### src/mars_consts.svh
// Purpose: Timing constants for the mirror array rail sequencer.
// Assumes: The sequencer clock runs at 25 MHz, a period of 40 ns.
// Notes:   Times keep their printed figures; cycle counts derive from them.
`ifndef MARS_CONSTS_SVH
`define MARS_CONSTS_SVH

// ****************************************************************
// Clock and times
// ****************************************************************
// Clock period in nanoseconds.
`define MARS_CLK_PERIOD_NS 40
// Deglitch filter time on the power request input, in microseconds.
`define MARS_DEGLITCH_US 1000
// Delay from array initialisation to offset rail enable, in microseconds.
`define MARS_OFS_DELAY_US 5000
// Delay from offset rail to bias and reset rails, in microseconds.
`define MARS_BIAS_DELAY_US 145000
// Delay between steps of the ordered power-down, in microseconds.
`define MARS_DOWN_STEP_US 5000
// Cycles per microsecond at the clock rate above.
`define MARS_CYC_PER_US (1000 / `MARS_CLK_PERIOD_NS)
// Width of the shared delay counter.
`define MARS_CNT_W 32
// Width of the deglitch counter.
`define MARS_DGL_W 16

`endif

### src/mars_pkg.sv
// Purpose: Types shared by the mirror array rail sequencer.
// Assumes: Nothing beyond the constants header.
// Notes:   States are one-hot with their codes written out.
package mars_pkg;

  // ****************************************************************
  // Sequencer states
  // ****************************************************************
  // One-hot sequencer states.
  typedef enum logic [6:0]
  {
    MARS_OFF     = 7'h01,
    MARS_INIT    = 7'h02,
    MARS_OFS_ON  = 7'h04,
    MARS_ALL_ON  = 7'h08,
    MARS_DN_LOAD = 7'h10,
    MARS_DN_RAIL = 7'h20,
    MARS_FAULT   = 7'h40
  } mars_state_type;

  // Enables for the three rails travel together.
  typedef struct packed
  {
    logic offset_rail;
    logic bias_rail;
    logic array_reset_rail;
  } mars_rails_type;

endpackage : mars_pkg

### src/mars_sequencer.sv
// Purpose: Power sequencer for the offset, bias and reset rails of a
//          micromirror array, with load release and fault shutdown.
// Assumes: Fault inputs and the power request come from outside the
//          clock domain and are synchronised here.
// Notes:   Long delays are module parameters so that a simulation can
//          shorten them.
// Functional notes
// [RQ1] Request high: init array, then enable offset.
// [RQ2] Bias and reset rails 145 ms after offset.
// [RQ3] LED and strobe enabled only after rails.
// [RQ4] Request low: ordered rail power-down.
// [RQ5] Any rail fault: discharge all rails together.
// [RQ6] Deglitch power request for about 1 ms.
// [RQ7] Fault pulls interrupt low unless masked.
// [RQ8] Request drop mid power-up: ordered power-down.
`include "mars_consts.svh"

module mars_sequencer
  import mars_pkg::*;
#(
  parameter int unsigned DGL_CYC  = `MARS_DEGLITCH_US * `MARS_CYC_PER_US,
  parameter int unsigned OFS_CYC  = `MARS_OFS_DELAY_US * `MARS_CYC_PER_US,
  parameter int unsigned BIAS_CYC = `MARS_BIAS_DELAY_US * `MARS_CYC_PER_US,
  parameter int unsigned DOWN_CYC = `MARS_DOWN_STEP_US * `MARS_CYC_PER_US
)
(
  // Clock and reset.
  input  wire logic       CLOCK,
  input  wire logic       RESET_N,
  // Power request from the host.
  input  wire logic       POWER_REQUEST_IN,
  // Rail fault reports, one per rail, and the per-fault interrupt mask.
  input  wire logic [2:0] RAIL_FAULT_IN,
  input  wire logic [2:0] FAULT_MASK_IN,
  // Rail enables and array initialisation.
  output mars_rails_type  RAIL_ENABLE,
  output mars_rails_type  RAIL_DISCHARGE,
  output logic            ARRAY_INIT,
  // Load release for the LED driver and colour-strobe decoder.
  output logic            LED_STROBE_ENABLE,
  // Interrupt, active low.
  output logic            INTERRUPT_OUT_N,
  // Status.
  output logic            SEQ_BUSY,
  output logic            FAULT_SHUTDOWN
);

  // ****************************************************************
  // Input synchronisers
  // ****************************************************************
  logic                 req_meta_r;   // First stage, read only by second.
  logic                 req_sync_r;   // Synchronised power request.
  logic [2:0]           flt_meta_r;   // First stage for faults.
  logic [2:0]           flt_sync_r;   // Synchronised rail faults.
  logic [2:0]           msk_meta_r;   // First stage for mask.
  logic [2:0]           msk_sync_r;   // Synchronised mask.

  // Two flops on every asynchronous input before any logic reads it.
  always_ff @(posedge CLOCK)
  begin
    if (!RESET_N)
    begin
      req_meta_r <= 1'b0;
      req_sync_r <= 1'b0;
      flt_meta_r <= 3'h0;
      flt_sync_r <= 3'h0;
      msk_meta_r <= 3'h0;
      msk_sync_r <= 3'h0;
    end
    else
    begin
      req_meta_r <= POWER_REQUEST_IN;
      req_sync_r <= req_meta_r;
      flt_meta_r <= RAIL_FAULT_IN;
      flt_sync_r <= flt_meta_r;
      msk_meta_r <= FAULT_MASK_IN;
      msk_sync_r <= msk_meta_r;
    end
  end

  // ****************************************************************
  // Request deglitch
  // ****************************************************************
  logic                 req_r;        // Filtered power request.
  logic [`MARS_DGL_W-1:0] dgl_cnt_r;  // Cycles the new level has held.

  // A change is accepted only after it has held for the whole filter
  // time; any bounce restarts the count, so short glitches vanish.
  always_ff @(posedge CLOCK)
  begin
    if (!RESET_N)
    begin
      req_r     <= 1'b0;
      dgl_cnt_r <= '0;
    end
    else if (req_sync_r == req_r)
    begin
      dgl_cnt_r <= '0;
    end
    else if (dgl_cnt_r >= `MARS_DGL_W'(DGL_CYC - 1)) // RQ6
    begin
      req_r     <= req_sync_r;
      dgl_cnt_r <= '0;
    end
    else
    begin
      dgl_cnt_r <= dgl_cnt_r + 1'b1;
    end
  end

  // ****************************************************************
  // Sequencer
  // ****************************************************************
  mars_state_type         state_r;    // Current state.
  logic [`MARS_CNT_W-1:0] cnt_r;      // Delay counter within a state.
  logic                   any_fault;  // Any rail reports a fault.
  logic                   cnt_done;   // Selected delay has elapsed.
  logic [`MARS_CNT_W-1:0] cnt_limit;  // Delay for the current state.

  assign any_fault = |flt_sync_r;

  // Each timed state waits its delay; both power-down states share DOWN_CYC.
  always_comb
  begin
    case (state_r)
      MARS_INIT:    cnt_limit = `MARS_CNT_W'(OFS_CYC);
      MARS_OFS_ON:  cnt_limit = `MARS_CNT_W'(BIAS_CYC);
      default:      cnt_limit = `MARS_CNT_W'(DOWN_CYC);
    endcase
  end

  assign cnt_done = (cnt_r >= cnt_limit - 1'b1);

  // Fault has priority over everything; a dropped request aborts a
  // power-up part way and walks down in order. The fault state is left
  // only once faults clear and the request is low, so a short on a rail
  // cannot make the sequencer retry into it endlessly.
  always_ff @(posedge CLOCK)
  begin
    if (!RESET_N)
    begin
      state_r <= MARS_OFF;
      cnt_r   <= '0;
    end
    else if (any_fault && state_r != MARS_OFF && state_r != MARS_FAULT)
    begin
      state_r <= MARS_FAULT; // RQ5
      cnt_r   <= '0;
    end
    else
    begin
      cnt_r <= cnt_r + 1'b1;
      case (state_r)
        MARS_OFF:
        begin
          cnt_r <= '0;
          if (req_r && !any_fault)
            state_r <= MARS_INIT; // RQ1
        end
        MARS_INIT:
        begin
          if (!req_r)
          begin
            state_r <= MARS_DN_RAIL; // RQ8
            cnt_r   <= '0;
          end
          else if (cnt_done)
          begin
            state_r <= MARS_OFS_ON; // RQ1
            cnt_r   <= '0;
          end
        end
        MARS_OFS_ON:
        begin
          if (!req_r)
          begin
            state_r <= MARS_DN_RAIL; // RQ8
            cnt_r   <= '0;
          end
          else if (cnt_done)
          begin
            state_r <= MARS_ALL_ON; // RQ2
            cnt_r   <= '0;
          end
        end
        MARS_ALL_ON:
        begin
          cnt_r <= '0;
          if (!req_r)
            state_r <= MARS_DN_LOAD; // RQ4
        end
        MARS_DN_LOAD:
        begin
          // Load, bias and reset rails are off; the offset rail stays
          // up for one more step so it still drops last.
          if (cnt_done)
          begin
            state_r <= MARS_DN_RAIL; // RQ4
            cnt_r   <= '0;
          end
        end
        MARS_DN_RAIL:
        begin
          // Every rail is off; wait a further step for the discharge
          // before a new power-up may start.
          if (cnt_done)
          begin
            state_r <= MARS_OFF; // RQ4
            cnt_r   <= '0;
          end
        end
        MARS_FAULT:
        begin
          cnt_r <= '0;
          if (!any_fault && !req_r)
            state_r <= MARS_OFF;
        end
        default:
        begin
          state_r <= MARS_OFF;
          cnt_r   <= '0;
        end
      endcase
    end
  end

  // ****************************************************************
  // Outputs
  // ****************************************************************
  // Registered outputs derived from the current state, one cycle behind it; the load release rises a cycle after the rails.
  always_ff @(posedge CLOCK)
  begin
    if (!RESET_N)
    begin
      RAIL_ENABLE       <= '0;
      RAIL_DISCHARGE    <= '{1'b1, 1'b1, 1'b1};
      ARRAY_INIT        <= 1'b0;
      LED_STROBE_ENABLE <= 1'b0;
      SEQ_BUSY          <= 1'b0;
      FAULT_SHUTDOWN    <= 1'b0;
    end
    else
    begin
      RAIL_ENABLE.offset_rail <= (state_r == MARS_OFS_ON) ||
                                 (state_r == MARS_ALL_ON) ||
                                 (state_r == MARS_DN_LOAD); // RQ1
      RAIL_ENABLE.bias_rail        <= (state_r == MARS_ALL_ON); // RQ2
      RAIL_ENABLE.array_reset_rail <= (state_r == MARS_ALL_ON); // RQ2
      // Each rail discharges whenever it is not enabled, so the fault
      // state, which enables nothing, discharges all three together.
      RAIL_DISCHARGE.offset_rail <= !((state_r == MARS_OFS_ON) ||
                                      (state_r == MARS_ALL_ON) ||
                                      (state_r == MARS_DN_LOAD)); // RQ5
      RAIL_DISCHARGE.bias_rail        <= (state_r != MARS_ALL_ON); // RQ5
      RAIL_DISCHARGE.array_reset_rail <= (state_r != MARS_ALL_ON); // RQ5
      ARRAY_INIT <= (state_r == MARS_INIT); // RQ1
      // Load release only with all three rails already on.
      LED_STROBE_ENABLE <= (state_r == MARS_ALL_ON) &&
                           RAIL_ENABLE.offset_rail &&
                           RAIL_ENABLE.bias_rail &&
                           RAIL_ENABLE.array_reset_rail; // RQ3
      SEQ_BUSY       <= (state_r != MARS_OFF) && (state_r != MARS_ALL_ON);
      FAULT_SHUTDOWN <= (state_r == MARS_FAULT);
    end
  end

  // Interrupt low while an unmasked fault is reported; the mask never
  // changes the shutdown path above.
  always_ff @(posedge CLOCK)
  begin
    if (!RESET_N)
      INTERRUPT_OUT_N <= 1'b1;
    else
      INTERRUPT_OUT_N <= !(|(flt_sync_r & ~msk_sync_r)); // RQ7
  end
endmodule : mars_sequencer

### config.mk
export PLATFORM = sky130hd
export DESIGN_NAME = mars_sequencer
export DESIGN_NICKNAME = d
export VERILOG_FILES = /design/src/mars_pkg.sv /design/src/mars_sequencer.sv
export VERILOG_INCLUDE_DIRS = /design/src
export SDC_FILE = /design/constraint.sdc
export NUM_CORES = 1
export LEC_CHECK = 0
export BUFFER_PORTS_ARGS = -buffer_cell sky130_fd_sc_hd__buf_2
export CORE_ASPECT_RATIO = 2
export CORE_UTILIZATION = 45
export CTS_CLUSTER_DIAMETER = 200
export DETAILED_ROUTE_END_ITERATION = 8
export SYNTH_ARGS = -nofsm -noshare
export SYNTH_HDL_FRONTEND = slang
export SYNTH_SLANG_ARGS = --single-unit
### constraint.sdc
create_clock -name CLOCK -period 2.5 [get_ports CLOCK]
set_input_delay 0.75 -clock CLOCK [delete_from_list [all_inputs] [get_ports CLOCK]]
set_output_delay 0.75 -clock CLOCK [all_outputs]
set_load 0.01 [all_outputs]
### After elaboration in Yosys (flattened, before gate mapping)

Index checks and enable logic that the tools add are counted.

| cells by class | value |
|---|---|
| add/sub/neg operators | 3 |
| $lt $le $gt $ge | 2 |
| equal/unequal tests | 25 |
| mux-type cells | 15 |
| bitwise logic cells | 4 |
| reduce and logical (&&, ||, !) cells | 23 |

Operators by type and width:

| operator | number |
|---|---|
| 7-bit 2-to-1 mux | 10 |
| 32-bit 2-to-1 mux | 2 |
| 32-bit one-hot mux with 2 select lines | 1 |
| 7-bit one-hot mux with 7 select lines | 1 |
| 32-bit by 1-bit adder with 32-bit output (second input constant) | 1 |
| 32-bit >= comparator | 1 |
| 32-bit by 1-bit subtractor with 32-bit output (second input constant) | 1 |
| 22-bit 2-to-1 mux | 1 |
| 3-bit != test (second input constant) | 7 |
| 16-bit by 1-bit adder with 16-bit output (second input constant) | 1 |
| 16-bit by 15-bit >= comparator with 1-bit output (second input constant) | 1 |
| 7-bit AND reduction | 2 |
| 2-bit != test (second input constant) | 5 |
| 3-bit OR reduction | 3 |
| 1-bit logical AND | 8 |
| 4-bit != test (second input constant) | 2 |
| 7-bit by 1-bit equality test with 1-bit output (second input constant) | 1 |
| 7-bit by 2-bit equality test with 1-bit output (second input constant) | 1 |
| 7-bit by 3-bit equality test with 1-bit output (second input constant) | 1 |
| 7-bit by 4-bit equality test with 1-bit output (second input constant) | 1 |
| 7-bit by 5-bit equality test with 1-bit output (second input constant) | 1 |
| 7-bit by 6-bit equality test with 1-bit output (second input constant) | 1 |
| 7-bit equality test (second input constant) | 1 |
| 7-bit by 1-bit != test with 1-bit output (second input constant) | 1 |
| 10 further kinds | 17 |

| word-level totals | value |
|---|---|
| flip-flop bits (word level) | 79 |
| bits of input ports | 9 |
| output and inout port bits | 11 |
| logic and storage cells | 92 |

### Longest topological paths before layout

| logic depth | value |
|---|---|
| word-level depth | 8 |
| mapped depth | 11 |
| depth with buffers taken out | 10 |

### Worst setup path after synthesis

Ideal clock, no wire load.

| timing path | value |
|---|---|
| path type | register -> register |
| start | register state_r[4] |
| end | register cnt_r[14] |
| library setup time | 0.119 ns |
| arrival | 2.403 ns |
| data required time | 2.381 ns |
| setup slack | -0.022 ns |
| stages on the path, launching flop included | 10 |
| buffers on the path | 1 |
| period minus slack after synthesis | 2.522 ns |
| cells stage by stage | dfxtp_1 nor3_2 nand3_1 ha_1 nor4bb_1 nand4_1 o311a_4 nand3_4 buf_6 nor2_4 |

| on the way | value |
|---|---|
| longest elaborated chain between the ends | 7 |
| elaborated cells between the ends (all ways) | 17 |
| classes of those cells | add/sub (1); order compare (1); eq/ne (6); mux (4); reduce/logical (5) |

RTL lines:

| item | RTL line | source |
|---|---|---|
| from (decl) | mars_sequencer.sv:114 | `mars_state_type state_r;` |
| from (signal assigned) | mars_sequencer.sv:142 | `state_r <= MARS_OFF;` |
| from (signal assigned) | mars_sequencer.sv:147 | `state_r <= MARS_FAULT;` |
| from (signal assigned) | mars_sequencer.sv:158 | `state_r <= MARS_INIT;` |
| 7-bit by 3-bit equality test with 1-bit output | mars_sequencer.sv:125, mars_sequencer.sv:153 |  |
| 22-bit 2-to-1 mux | mars_sequencer.sv:125 | `case (state_r)` |
| 32-bit by 1-bit subtractor with 32-bit output | mars_sequencer.sv:132 | `assign cnt_done = (cnt_r >= cnt_limit - 1'b1);` |
| 32-bit >= comparator | mars_sequencer.sv:132 |  |
| 32-bit 2-to-1 mux | - |  |
| 32-bit 2-to-1 mux | mars_sequencer.sv:175 | `if (!req_r)` |
| 32-bit one-hot mux with 2 select lines | mars_sequencer.sv:153 | `case (state_r)` |
| to (signal assigned) | mars_sequencer.sv:152 | `cnt_r <= cnt_r + 1'b1;` |
| to (decl) | mars_sequencer.sv:115 | `` logic [`MARS_CNT_W-1:0] cnt_r; `` |

Parallel ways exist; a longest one is shown, timed or not.
A chain may end at the register's enable or synchronous reset.

### Worst setup path in the final report

| timing path | value |
|---|---|
| start | register state_r[4] |
| end | register state_r[0] |

| on the way | value |
|---|---|
| longest elaborated chain between the ends | 6 |
| elaborated cells between the ends (all ways) | 24 |
| classes of those cells | add/sub (1); order compare (1); eq/ne (16); mux (3); reduce/logical (3) |

RTL lines:

| item | RTL line |
|---|---|
| 7-bit by 3-bit equality test with 1-bit output | mars_sequencer.sv:125, mars_sequencer.sv:153 |
| 22-bit 2-to-1 mux | mars_sequencer.sv:125 |
| 32-bit by 1-bit subtractor with 32-bit output | mars_sequencer.sv:132 |
| 32-bit >= comparator | mars_sequencer.sv:132 |
| 4-bit != test (no source line) or 3-bit != test (tied branches) | - |
| 7-bit AND reduction (no source line) | - |

Parallel ways exist; a longest one is shown, timed or not.

==> impl_metrics.toml <==
[grt]
gr-usage-met3_pct = 4.029
grt_start_max_net_pins = 25
grt_pass1_vias = 2571
grt_use_met1_pct = 17.93
grt_antenna_before_repair = 0
gr-usage-met2_pct = 35.82
grt_remaining_overflow = 0
grt_pass1_wl_um = 11250
grt_use_total_pct = 18.88
grt.busiest_layer = "met2"

[routing]
drt-total-wl_um = 6655
drt_first_iter_violations = 153
viasPerCell = 5.166
remaining_number_of_nets_flagged_by_the_antenna_check_after_routing = 0
drc_errors = 0
routed_wire_length_per_instance_um = 13.47
route.vias.total = 2552
pre_antenna_drt_iters = 4

[logic_synthesis]
synth_top_area_share_pct = 47.43
mappedNetlistArea_mm2 = 0.003334
synth-async-reset-ratio_pct = 0
ys_seq_elements = 79
synth.largest_area_cell = "sky130_fd_sc_hd__dfxtp_1"
synth_common_cells = "79 x sky130_fd_sc_hd__dfxtp_1, 43 x sky130_fd_sc_hd__nor2_1, 22 x sky130_fd_sc_hd__xor2_1"
yosys-top-cells-area = "sky130_fd_sc_hd__dfxtp_1 47%, sky130_fd_sc_hd__xor2_1 5.8%, sky130_fd_sc_hd__nor2_1 4.8%"
post_synth.cell_area_avg_um2 = 9.693
postSynthCellCount = 344
most_instantiated_library_cell_after_synthesis = "sky130_fd_sc_hd__dfxtp_1"
synth-seq-area-share_pct = 47.43
postSynth.topFlopCell = "sky130_fd_sc_hd__dfxtp_1"
synth.distinct_cells = 52
synth_enable_flop_cells = 0
synth.yosys.warnings = 0

[timing]
worst_clock_skew_ns = 0.005739
clock.fmax_mhz = 384.3
setup_ws_ns = -0.1020
report.final.hold_viol_count = 0
maxSlewHeadroom_pct = 61.58
period_minus_slack_ns = 2.602
fin_crit_sh_pct = 104.1
setup_total_negative_slack_ns = -0.9179
rsz_0062_raised_after_global_routing = "yes"
fin_hold_ws_ns = 0.4320
setup_viol_count_final = 25
tightestPinTransition_ns = 0.5719
slew_violations = 0

[critical_path]
worst_ep_required_time_ns = 2.72
cp-end-kind = "flop"
startpoint_type = "flop"
path_max_fanout = 7
reg2reg_slack_ns = -0.10
timing_worst_setup_path_type = "reg -> reg"
worst_ep_arrival_time_ns = 2.82

[placement]
routabilityCongestion = 0.8435
portBuffers = 19
place.detailed.hpwl_um = 4638

[clocking]
clockBufferDepth = 2
numClockSinks = 79
post_cts_hold_buffer_count = 0
clock_tree_from_tritoncts = "yes"
ctsHtreeMaxLevel = 3
tritoncts.num_buffers = 9
root_buffer = "sky130_fd_sc_hd__clkbuf_16"
clock_latency_late_sink_ns = 0.34
clkSlewWorstSetupHoldPaths_ns = 0.06

[layout]
flow.area_growth_from_synthesis_pct = 26.75
antenna_diode_count = 0
final_layout_size_suffix_gt1_share_pct = 24.88
layout.nets = 418

[power_and_ir_drop]
total_power_w = 0.003172
vdd_drop_max_v = 0.0003956
pwr_dens_mw_per_mm2 = 750.4
power.leakage_nw = 1.663

[floorplanning]
floorplan.rows = 44
die_height_um = 123.7
chipWidth_um = 62.87
coreArea_mm2 = 0.007212
top_level_ports = 20
floorplan.die_area_mm2 = 0.007779
initial_utilization_pct = 46.24

[flow_run]
max_cap_violations = 0

[worst_hold_path]
hold_path_class = "reg -> reg"

[run_status]
result_of_the_run = "complete, but fails checks"
violations_in_the_final_reports = "negative setup slack"
==> area by class of cell <==
class | count | area (µm²)
clock inverter | 6 | 85.08
clock buffer | 10 | 229.0
sequential | 79 | 1584
tap | 92 | 115.1
inverter | 9 | 33.78
timing repair buffer | 43 | 324.1
fill | 653 | 2985
multi-input combinational | 255 | 1856
==> state kept, by name, indices dropped and copies added, names as in the netlist, 2 cells and up <==
| register | flops |
|---|---|
| dgl_cnt_r | 16 |
| RAIL_DISCHARGE | 2 |
| flt_meta_r | 3 |
| msk_meta_r | 3 |
| msk_sync_r | 3 |
| state_r | 7 |
| cnt_r | 32 |
| RAIL_ENABLE | 2 |
| flt_sync_r | 3 |
==> worst paths after layout <==
path / from / to / cells after the start
worst max-delay path: state_r[4] / state_r[0] / 12
worst min-delay path: flt_meta_r[2] / flt_sync_r[2] / 1
worst max register to register: state_r[4] / state_r[0] / 12
worst min register to register: flt_meta_r[2] / flt_sync_r[2] / 1
==> critical path: stages, from the launching register on <==
cell                      delay (ns)
sky130_fd_sc_hd__dfxtp_2        0.33
sky130_fd_sc_hd__nor3_4         0.25
sky130_fd_sc_hd__nand3_4        0.18
sky130_fd_sc_hd__buf_4          0.18
sky130_fd_sc_hd__buf_6          0.11
sky130_fd_sc_hd__ha_4           0.21
sky130_fd_sc_hd__a21oi_2        0.11
sky130_fd_sc_hd__o21a_1         0.17
sky130_fd_sc_hd__o211a_1        0.23
sky130_fd_sc_hd__buf_4          0.13
sky130_fd_sc_hd__o31ai_2        0.06
sky130_fd_sc_hd__o21a_1         0.21
sky130_fd_sc_hd__a221o_1        0.31
==> routing by layer <==
layer,wire length (µm),part of all wire [%]
met2,3749,56
met3,218,3.3
met1,2493,37
met4,195,2.9
met5,0,0
==> logic make-up (layout without fill, tap and decap cells) <==
group,Yosys count,after routing,synth area share (%)
simple gates,158,158,27.43
flops,79,79,47.43
compound gates,39,39,8.105
xor+xnor,35,35,9.193
buf+inv,19,68,2.926
fa+ha+maj,12,12,4.503
other cells,1,10,0.1125
mux,1,1,0.3002
==> per-stage QoR <==
stage	cells	worst slack [ns]	util [%]	cell area, µm²
2_1_floorplan	353	0.04519	-	3373
3_3_place_gp	468	-0.1378	50.61	3650
3_5_place_dp	468	-0.2476	50.61	3650
4_1_cts	490	-0.02434	56.99	4110
5_1_grt	494	-0.2011	58.61	4227
6_report	494	-0.1020	58.61	4227
==> timing repair <==
action,4_1_cts,5_1_grt
setup endpoints to repair,30,30
gates resized for setup,13,22
gates cloned,1,0
pin swaps,8,22
setup buffers,5,4
hold endpoints to repair,0,0
==> power breakdown <==
part | total, W | internal [W] | switching (W)
registers | 0.00135 | 0.00132 | 0.0000291
clock network | 0.00136 | 0.000870 | 0.000491
logic | 0.000466 | 0.000208 | 0.000258
total | 0.00317 | 0.00239 | 0.000778
==> cell usage in the layout (no fill, tap or decap), types with 4 or more instances in the layout <==
cell and count:
sky130_fd_sc_hd__clkbuf_16 9, sky130_fd_sc_hd__dfxtp_1 77, sky130_fd_sc_hd__and2_1 16, sky130_fd_sc_hd__xor2_1 22, sky130_fd_sc_hd__buf_2 19, sky130_fd_sc_hd__inv_1 8, sky130_fd_sc_hd__nand2_1 21, sky130_fd_sc_hd__and3_1 7
sky130_fd_sc_hd__nor2_4 16, sky130_fd_sc_hd__a21oi_1 7, sky130_fd_sc_hd__nand4_1 9, sky130_fd_sc_hd__nor4_1 4, sky130_fd_sc_hd__xnor2_1 13, sky130_fd_sc_hd__nor3_1 8, sky130_fd_sc_hd__o21ai_0 8, sky130_fd_sc_hd__buf_4 20
sky130_fd_sc_hd__conb_1 10, sky130_fd_sc_hd__and4b_1 4, sky130_fd_sc_hd__a31oi_1 4, sky130_fd_sc_hd__ha_1 8, sky130_fd_sc_hd__nor2_1 36, sky130_fd_sc_hd__nand3_1 17
(Power assumes the default switching activity.)
